## config.mk

```make
export PLATFORM = sky130hd
export DESIGN_NAME = ccl_lock_fault
export DESIGN_NICKNAME = d
export VERILOG_FILES = /design/src/ccl_pkg.sv /design/src/ccl_lock_fault.sv /design/src/ccl_ms_tick.sv /design/src/ccl_ms_count.sv
export SDC_FILE = /design/constraint.sdc
export NUM_CORES = 1
export LEC_CHECK = 0
export ABC_AREA = 1
export BUFFER_PORTS_ARGS = -buffer_cell sky130_fd_sc_hd__buf_2
export CORE_UTILIZATION = 45
export CTS_CLUSTER_SIZE = 12
export DETAILED_ROUTE_END_ITERATION = 8
export SKIP_LAST_GASP = 1
export SYNTH_ARGS = -nofsm -noshare
export SYNTH_HDL_FRONTEND = slang
export SYNTH_HIERARCHICAL = 1
export SYNTH_SLANG_ARGS = --single-unit
export TNS_END_PERCENT = 50
```

## constraint.sdc

```tcl
create_clock -name clk_i -period 7.28 [get_ports clk_i]
set_clock_uncertainty 0.05 [all_clocks]
set_input_delay 0 -clock clk_i [delete_from_list [all_inputs] [get_ports clk_i]]
set_output_delay 0 -clock clk_i [all_outputs]
set_load 0.05 [all_outputs]
```

## src/ccl_pkg.sv

```systemverilog
// Constants, register map and types for the current-lock fault response block.
// Assumes a 40 MHz system clock; register offsets are Wishbone byte addresses.
package ccl_pkg;

  // Timing base: the timers count 1 ms ticks
  localparam int CLK_PERIOD_NS = 25;
  localparam int TICK_TIME_NS = 1000000;
  localparam int TICK_CYC = (TICK_TIME_NS + CLK_PERIOD_NS - 1) / CLK_PERIOD_NS;

  // Register map, byte address = index * 4
  localparam logic [11:0] CFG_INDEX = 12'h092;
  localparam logic [11:0] CFG_ADDR = {CFG_INDEX[9:0], 2'b00};
  localparam logic [11:0] STAT_INDEX = 12'h0a0;
  localparam logic [11:0] STAT_ADDR = {STAT_INDEX[9:0], 2'b00};

  localparam logic [31:0] CFG_RESET = 32'h0000_0000;
  // Bits 30 and 7 are reserved and read as zero
  localparam logic [31:0] CFG_WMASK = 32'hbfff_ff7f;

  // Field positions in the configuration register
  localparam int THR_LSB = 19;
  localparam int MODE_LSB = 15;
  localparam int DEG_LSB = 11;
  localparam int CBC_LSB = 8;
  localparam int RETRY_LSB = 0;

  // Mode decoding
  localparam logic [3:0] MODE_AUTO_MIN = 4'h4;
  localparam logic [3:0] MODE_REPORT = 4'h8;
  localparam logic [3:0] MODE_DIS_MIN = 4'h9;

  // Status register bits
  localparam int ST_REPORT_BIT = 0;
  localparam int ST_LATCH_BIT = 1;
  localparam int ST_RETRY_BIT = 2;
  localparam int ST_CBC_BIT = 3;

  // Filter times in ms for codes 0h..Fh
  localparam logic [15:0] DEG_MS [16] = '{
    16'h0001, 16'h0002, 16'h0005, 16'h000a, 16'h0019, 16'h0032, 16'h004b, 16'h0064,
    16'h00fa, 16'h01f4, 16'h03e8, 16'h09c4, 16'h1388, 16'h2710, 16'h61a8, 16'hc350};

  // Recovery delays in ms for codes 0h..7h
  localparam logic [15:0] RETRY_MS [8] = '{
    16'h0064, 16'h01f4, 16'h03e8, 16'h07d0, 16'h0bb8, 16'h1388, 16'h1d4c, 16'h2710};

  // Output stage command; all zero means normal drive
  typedef struct packed {
    logic hiz;
    logic recirc;
    logic hs_on;
    logic ls_on;
  } ccl_stage_t;

  localparam ccl_stage_t STAGE_RUN = 4'h0;
  localparam ccl_stage_t STAGE_HIZ = 4'h8;
  localparam ccl_stage_t STAGE_RECIRC = 4'h4;
  localparam ccl_stage_t STAGE_HS = 4'h2;
  localparam ccl_stage_t STAGE_LS = 4'h1;

  // Decoded configuration fields
  typedef struct packed {
    logic [3:0] thr;
    logic [3:0] mode;
    logic [3:0] deg;
    logic [2:0] cbc;
    logic [2:0] retry;
  } ccl_cfg_t;

  typedef enum logic [1:0] {
    ST_MON,
    ST_LATCH,
    ST_RETRY,
    ST_REPORT
  } ccl_state_t;

endpackage

```

## src/ccl_lock_fault.sv

```systemverilog
// Current-limit lock fault response with a Wishbone classic register slave.
// Assumes an external comparator flags current above the threshold code,
// and the PWM logic gives one pulse per PWM period and per limiter trip.
`timescale 1ns/1ps
// Behaviour
// - Lock response mode is a 4-bit read/write field at bits 18..15.
// - Mode 0h: latch fault, assert fault indicator, all half-bridges high impedance.
// - Mode 1h: latch fault, assert fault indicator, output stage recirculates.
// - Mode 2h: latch, indicate, all high sides on; 3h: all low sides on.
// - Modes 4h..7h: hold tristate/recirculate/high/low brake, recover after retry time.
// - Mode 8h: report lock as status only; stage unchanged, nothing latched.
// - Modes 9h..Fh: lock detection disabled, no report and no action.
// - Bits 14..11 pick filter time 1 ms up to 50 s.
// - Bits 10..8 plus one give PWM cycles the pulse limiter waits before retrying.
// - A 3-bit code picks retry time from 100 ms to 10000 ms.
// - Lock threshold is 0.1 V per code on the sense amplifier output.
module ccl_lock_fault
  import ccl_pkg::*;
#(
  parameter int TICK_CYCLES = TICK_CYC
) (
  input wire logic clk_i,
  input wire logic rst_i,
  // Wishbone classic slave
  input wire logic cyc_i,
  input wire logic stb_i,
  input wire logic we_i,
  input wire logic [11:0] adr_i,
  input wire logic [3:0] sel_i,
  input wire logic [31:0] dat_i,
  output logic [31:0] dat_o,
  output logic ack_o,
  // Lock sensing
  input wire logic over_thr_i,
  output logic [3:0] lock_thr_code_o,
  // Pulse-by-pulse limiter
  input wire logic pwm_cycle_i,
  input wire logic limit_trip_i,
  output logic limit_hold_o,
  // Fault line and output stage
  output logic fault_indicator_n_o,
  output ccl_stage_t stage_o
);

  // Register state
  logic [31:0] cfg;
  logic report_flag;
  ccl_state_t state;
  ccl_state_t next_state;
  ccl_stage_t next_stage;
  ccl_stage_t held_stage;
  logic [2:0] cbc_left;

  // Field decode
  ccl_cfg_t f;
  assign f.thr = cfg[THR_LSB +: 4];
  assign f.mode = cfg[MODE_LSB +: 4];
  assign f.deg = cfg[DEG_LSB +: 4];
  assign f.cbc = cfg[CBC_LSB +: 3];
  assign f.retry = cfg[RETRY_LSB +: 3];

  // Mode classes
  wire mode_latch = (f.mode < MODE_AUTO_MIN);
  wire mode_auto = (f.mode >= MODE_AUTO_MIN) && (f.mode < MODE_REPORT);
  wire mode_report = (f.mode == MODE_REPORT);
  wire detect_en = (f.mode < MODE_DIS_MIN);

  // Stage action chosen by the low two mode bits
  ccl_stage_t mode_stage;
  always_comb begin
    case (f.mode[1:0])
      2'h0: mode_stage = STAGE_HIZ;
      2'h1: mode_stage = STAGE_RECIRC;
      2'h2: mode_stage = STAGE_HS;
      2'h3: mode_stage = STAGE_LS;
      default: mode_stage = STAGE_HIZ;
    endcase
  end

  // Bus decode
  wire bus_req = cyc_i & stb_i;
  wire bus_take = bus_req & ~ack_o;
  wire bus_wr = bus_req & ack_o & we_i;
  wire hit_cfg = (adr_i == CFG_ADDR);
  wire hit_stat = (adr_i == STAT_ADDR);

  logic [31:0] sel_mask;
  assign sel_mask = {{8{sel_i[3]}}, {8{sel_i[2]}}, {8{sel_i[1]}}, {8{sel_i[0]}}};
  wire [31:0] wr_mask = sel_mask & CFG_WMASK;
  wire [31:0] next_cfg = (cfg & ~wr_mask) | (dat_i & wr_mask);

  // Status write-one-to-clear strobes
  wire stat_wr = bus_wr & hit_stat & sel_i[0];
  wire clr_report = stat_wr & dat_i[ST_REPORT_BIT];
  wire clr_latch = stat_wr & dat_i[ST_LATCH_BIT];

  logic [31:0] status;
  always_comb begin
    status = 32'h0000_0000;
    status[ST_REPORT_BIT] = report_flag;
    status[ST_LATCH_BIT] = (state == ST_LATCH);
    status[ST_RETRY_BIT] = (state == ST_RETRY);
    status[ST_CBC_BIT] = limit_hold_o;
  end

  wire [31:0] rd_data = hit_cfg ? (cfg & CFG_WMASK) :
                        hit_stat ? status : 32'h0000_0000;

  // Deglitch filter: restarts whenever the excursion breaks
  wire deg_run = over_thr_i & detect_en & (state == ST_MON);
  wire deg_tick;
  wire deg_done;

  ccl_ms_tick #(
    .CYC(TICK_CYCLES)
  ) u_deg_tick (
    .clk_i(clk_i),
    .rst_i(rst_i),
    .clear_i(~deg_run),
    .tick_o(deg_tick)
  );

  ccl_ms_count u_deg_count (
    .clk_i(clk_i),
    .rst_i(rst_i),
    .clear_i(~deg_run),
    .tick_i(deg_tick),
    .limit_i(DEG_MS[f.deg]),
    .done_o(deg_done)
  );

  wire lock_evt = deg_run & deg_done;

  // Recovery delay for the automatic modes
  wire retry_run = (state == ST_RETRY);
  wire retry_tick;
  wire retry_done;

  ccl_ms_tick #(
    .CYC(TICK_CYCLES)
  ) u_retry_tick (
    .clk_i(clk_i),
    .rst_i(rst_i),
    .clear_i(~retry_run),
    .tick_o(retry_tick)
  );

  ccl_ms_count u_retry_count (
    .clk_i(clk_i),
    .rst_i(rst_i),
    .clear_i(~retry_run),
    .tick_i(retry_tick),
    .limit_i(RETRY_MS[f.retry]),
    .done_o(retry_done)
  );

  // Fault response sequencing
  always_comb begin
    next_state = state;
    case (state)
      ST_MON: begin
        if (lock_evt) begin
          if (mode_latch) begin
            next_state = ST_LATCH;
          end else if (mode_auto) begin
            next_state = ST_RETRY;
          end else if (mode_report) begin
            next_state = ST_REPORT;
          end else begin
            next_state = ST_MON;
          end
        end
      end
      ST_LATCH: begin
        if (clr_latch) begin
          next_state = ST_MON;
        end
      end
      ST_RETRY: begin
        if (retry_done) begin
          next_state = ST_MON;
        end
      end
      ST_REPORT: begin
        // Wait for the excursion to end before watching again
        if (!over_thr_i || !detect_en) begin
          next_state = ST_MON;
        end
      end
      default: next_state = ST_MON;
    endcase
  end

  // Stage command: captured on entry so a config change cannot swap it
  wire fault_entry = (state == ST_MON);
  ccl_stage_t entry_stage;
  assign entry_stage = fault_entry ? mode_stage : held_stage;

  always_comb begin
    case (next_state)
      ST_LATCH: begin
        next_stage = entry_stage;
      end
      ST_RETRY: begin
        next_stage = entry_stage;
      end
      ST_REPORT: begin
        next_stage = STAGE_RUN;
      end
      ST_MON: begin
        next_stage = STAGE_RUN;
      end
      default: begin
        next_stage = STAGE_RUN;
      end
    endcase
  end

  // Fault line low while latched and while waiting to retry
  logic next_fault_n;
  always_comb begin
    case (next_state)
      ST_LATCH: next_fault_n = 1'b0;
      ST_RETRY: next_fault_n = 1'b0;
      default: next_fault_n = 1'b1;
    endcase
  end

  // Sticky report flag, a new lock wins over a clear
  wire report_set = lock_evt & mode_report;

  // Pulse-by-pulse limiter hold-off in PWM periods
  wire cbc_release = limit_hold_o & pwm_cycle_i & (cbc_left == 3'h0);
  logic next_limit_hold;
  logic [2:0] next_cbc_left;

  // A new trip reloads the count even while holding
  always_comb begin
    next_limit_hold = limit_hold_o;
    next_cbc_left = cbc_left;
    if (limit_trip_i) begin
      next_limit_hold = 1'b1;
      next_cbc_left = f.cbc;
    end else if (cbc_release) begin
      next_limit_hold = 1'b0;
    end else if (limit_hold_o && pwm_cycle_i) begin
      next_cbc_left = cbc_left - 3'h1;
    end
  end

  always_ff @(posedge clk_i) begin
    if (rst_i) begin
      limit_hold_o <= 1'b0;
      cbc_left <= 3'h0;
    end else begin
      limit_hold_o <= next_limit_hold;
      cbc_left <= next_cbc_left;
    end
  end

  always_ff @(posedge clk_i) begin
    if (rst_i) begin
      state <= ST_MON;
      held_stage <= STAGE_RUN;
      stage_o <= STAGE_RUN;
      fault_indicator_n_o <= 1'b1;
    end else begin
      state <= next_state;
      held_stage <= next_stage;
      stage_o <= next_stage;
      fault_indicator_n_o <= next_fault_n;
    end
  end

  always_ff @(posedge clk_i) begin
    if (rst_i) begin
      report_flag <= 1'b0;
    end else if (report_set) begin
      report_flag <= 1'b1;
    end else if (clr_report) begin
      report_flag <= 1'b0;
    end
  end

  // Threshold code to the comparator: 0.1 V per step of sense output
  always_ff @(posedge clk_i) begin
    if (rst_i) begin
      lock_thr_code_o <= 4'h0;
    end else begin
      lock_thr_code_o <= f.thr;
    end
  end

  // Configuration register
  always_ff @(posedge clk_i) begin
    if (rst_i) begin
      cfg <= CFG_RESET;
    end else if (bus_wr && hit_cfg) begin
      cfg <= next_cfg;
    end
  end

  // Bus answer: ack one cycle after the request, write at the ack edge
  always_ff @(posedge clk_i) begin
    if (rst_i) begin
      ack_o <= 1'b0;
      dat_o <= 32'h0000_0000;
    end else begin
      ack_o <= bus_take;
      if (bus_take && !we_i) begin
        dat_o <= rd_data;
      end
    end
  end

endmodule

```

## src/ccl_ms_tick.sv

```systemverilog
// Millisecond tick prescaler with a restart input.
// Assumes clear_i is synchronous; the tick is one clock wide.
`timescale 1ns/1ps
module ccl_ms_tick #(
  parameter int CYC = 40000
) (
  input wire logic clk_i,
  input wire logic rst_i,
  input wire logic clear_i,
  output logic tick_o
);
  localparam int W = $clog2(CYC + 1);

  logic [W-1:0] cnt;
  wire wrap = (cnt == W'(CYC - 1));

  always_ff @(posedge clk_i) begin
    if (rst_i || clear_i || wrap) begin
      cnt <= '0;
    end else begin
      cnt <= cnt + 1'b1;
    end
  end

  assign tick_o = wrap & ~clear_i;
endmodule

```

## src/ccl_ms_count.sv

```systemverilog
// Saturating millisecond counter with a limit compare.
// Assumes tick_i comes from a prescaler cleared together with this counter.
`timescale 1ns/1ps
module ccl_ms_count (
  input wire logic clk_i,
  input wire logic rst_i,
  input wire logic clear_i,
  input wire logic tick_i,
  input wire logic [15:0] limit_i,
  output logic done_o
);
  logic [15:0] cnt;

  assign done_o = (cnt >= limit_i);

  always_ff @(posedge clk_i) begin
    if (rst_i || clear_i) begin
      cnt <= 16'h0000;
    end else if (tick_i && !done_o) begin
      cnt <= cnt + 16'h0001;
    end
  end
endmodule

```

==> results.py <==
metrics = {
    "clocking": {
        "cts_buffer_depth": 2,
        "cts.sinks": 141,
        "h-tree-depth": 4,
        "cts_tree": "built",
        "cts_buffers": 17,
        "clock-root-buffer": "clkbuf_16",
        "cts_resized": 0,
        "post_cts_buffers": 0,
        "worstSkewPairLatency_ns": 0.43,
        "clkSlewWorstSetupHoldPaths_ns": 0.07,
    },
    "grt": {
        "globalRouteOverflowTotal": 0,
        "grt_pass1_vias": 7549,
        "grt_max_degree": 47,
        "grt_pass1_wl_um": 34300,
        "antenna_found_initial": 0,
        "grtUsageTotal_pct": 21.7,
    },
    "synthesis": {
        "synth_most_common_cell": "nand2_1",
        "synthCells": 1267,
        "synth-seq-cells": 141,
        "ys.flop_type": "dfxtp_1",
        "synth_fa_ha_area_share_pct": 7.48,
        "synthMuxAreaShare_pct": 0,
        "synthTopCellsByCount": "260 x nand2_1, 241 x inv_1, 185 x nor2_1, 141 x dfxtp_1, 71 x o21ai_0",
        "seq_area_frac_synth_pct": 33.7,
        "synth-simple-area-share_pct": 32.1,
        "synth_top_family_by_area": "simple AND/OR/NAND/NOR gates",
        "syn_area_um2": 8370,
        "synth_cell_types": 37,
        "avgSynthCellArea_um2": 6.60,
        "ys_async_sr_fraction_pct": 0,
        "synth-edff-count": 0,
        "synth_top_area_share_pct": 33.7,
        "ys_top_cells_by_area": "dfxtp_1 34%, nand2_1 12%, inv_1 11%, nor2_1 8.3%, ha_1 7.5%",
        "yosys.area.top_type": "dfxtp_1",
        "yosysWarnings": 6,
        "synth_compound_area_share_pct": 11.8,
        "synth_xor_xnor_area_share_pct": 1.36,
    },
    "worst_setup_path": {
        "crit_arrival_ns": 4.13,
        "crit_fanout": 26,
        "worst-path-buf-inv": 3,
        "path_class": "reg2reg",
        "reg2reg_to": "report_flag",
        "cp-start-kind": "register",
        "r2r_slack_ns": 3.47,
        "worstPathRequired_ns": 7.60,
        "crit_chain": "inv_1, ha_1, nand2_1, o21ai_0, nand2_1, nand2_1, inv_1, ha_1, nand2_1, nor2_1, nor2_1, nand2_1, nand2_1, nand2_1, nand2_2, nand2_1, nand4_1, or3_1, a21oi_1, dlygate4sd3_1",
        "rr_worst_depth": 20,
        "cpMostUsedCell": "nand2_1",
        "slowest_stage": "dlygate4sd3_1",
        "max_stage_delay_ns": 0.55,
        "end_kind": "register",
        "cp_top_family": "simple AND/OR/NAND/NOR gates",
    },
    "place": {
        "detailed_place.area_um2": 8950,
        "finalWeightedCongestion": 0.826,
        "place_hpwl_um": 13300,
        "place_ws_ns": 3.76,
        "portBuffers": 94,
    },
    "power_and_ir_drop": {
        "total_leakage_power_nw": 4.75,
        "power_density_nw_per_um2": 176,
        "ir_worst_vdd_mv": 0.158,
    },
    "sta": {
        "hold_ws_ns": 0.0135,
        "fmax_mhz": 263,
        "period_share_pct": 52.3,
        "setup_violations": 0,
        "fin_setup_tns_ns": 0,
        "finalCriticalPeriod_ns": 3.81,
        "worstMarginPinSlew_ns": 1.08,
        "rsz0062_at_grt": "no",
        "slew_violations": 0,
        "relSlewSlack_pct": 27.9,
        "fin_ws_ns": 3.47,
        "hold_viol": 0,
    },
    "detailed_routing": {
        "vias": 7940,
        "vias_per_cell": 4.74,
        "drtIter0Drc": 310,
        "met2_length_um": 9130,
        "routed_wl_um": 19600,
        "wl_met3_um": 974,
        "maxUsedRoutingLayer": "met4",
        "ant_nets": 0,
        "wl_per_cell_um": 11.7,
        "drt-met1-wl_um": 9260,
        "dr.pass1.iters": 7,
        "route.detailed.drc": 6,
    },
    "die": {
        "start_util_pct": 46.3,
        "core_area_um2": 18100,
        "die_x_um": 138,
        "die_h_um": 138,
        "ioPinCount": 99,
        "die-area_um2": 19100,
        "rows": 49,
    },
    "worst_hold_path": {
        "hp-class": "in2reg",
        "min-delay-start": "sel_i[1]",
        "hold_depth": 5,
    },
    "layout": {
        "nFillCells": 1781,
        "multi_input_area_um2": 4440,
        "drive_above_1_share_pct": 13.3,
        "final-seq-area_um2": 2820,
        "fin_nets": 1539,
        "final_core_util_pct": 57.3,
        "syn_to_final_growth_pct": 23.9,
        "final_cell_area_um2": 10400,
        "antenna_cells": 0,
    },
    "outcome": {
        "outcome": "finished with violations",
        "violations": "DRC",
    },
    "job": {
        "cap_viol_max_count": 0,
    },
}
kinds of logic after synthesis:
group / count (synthesis)
flip-flops: 141
other: 1
AO/OA/AOI/OAI: 177
adder cells (fa/ha/maj): 50
buffers and inverters: 279
AND/OR/NAND/NOR: 606
XOR/XNOR: 13
worst min-delay path, cell delays in order:
cell and delay (ns):
buf_2 0.10, nand2_4 0.14, nand2_1 0.09, inv_1 0.04, nor2_1 0.09
cell type report:
cell class / count / share of cell area, %
clock buffers: 18 / 4.24
clock inverters: 14 / 1.57
inverters: 242 / 8.76
multi-input cells: 852 / 42.8
flip-flops and latches: 141 / 27.2
well taps: 229 / 2.76
repair buffers: 179 / 12.6
metal layers:
metal  global-route usage (%)  vias to the layer above
li1                         -                     4276
met1                     27.1                     3521
met2                     36.9                      124
met3                     5.13                       19
met4                     7.04                        0
met5                        0                        -
report_power, final:
| group | total [W] | internal [W] | switching, W |
|---|---|---|---|
| clock network | 0.000907 | 0.000500 | 0.000407 |
| logic | 0.000132 | 0.0000529 | 0.0000789 |
| registers | 0.000787 | 0.000782 | 0.00000579 |
| total | 0.00183 | 0.00133 | 0.000492 |
through the flow:
stage / total power [W] / instances
floorplan: 0.000878 / 1272
global placement: 0.000911 / 1562
detailed placement: 0.000912 / 1562
CTS: 0.00185 / 1675
global route: 0.00189 / 1675
finish: 0.00183 / 1675
cell usage in the layout (no fill, tap or decap), drive strengths merged:
| cell type | n |
|---|---|
| dlygate4sd3 | 81 |
| clkinv | 3 |
| nand2 | 279 |
| xnor2 | 5 |
| nor4 | 3 |
| ha | 50 |
| o21a | 4 |
| a21oi | 74 |
| nor2 | 198 |
| a31oi | 2 |
| nand4 | 36 |
| nor3 | 13 |
| clkinvlp | 1 |
| nand3b | 2 |
| nand3 | 69 |
| bufinv | 1 |
| xor2 | 8 |
| dfxtp | 141 |
| o21ai | 93 |
| conb | 6 |
| buf | 98 |
| o211ai | 4 |
| clkbuf | 18 |
| or2 | 5 |
| or3 | 1 |
| inv | 251 |
timing repair:
item | CTS | global route
endpoints found under the hold margin | 49 | 0
hold buffers | 81 | 0
endpoints found under the setup margin | 0 | 0
how the worst max path moves through the flow:
stage | startpoint | endpoint | slack (ns) | depth (start not counted)
after floorplan | register | held_stage[0] | 4.64 | 22
after detailed placement | register | held_stage[2] | 3.76 | 23
final | register | report_flag | 3.47 | 20
after CTS | register | report_flag | 3.47 | 20
after global placement | register | held_stage[2] | 3.81 | 23
after global routing | register | report_flag | 3.09 | 20
Power figures use the tool's default switching activity.
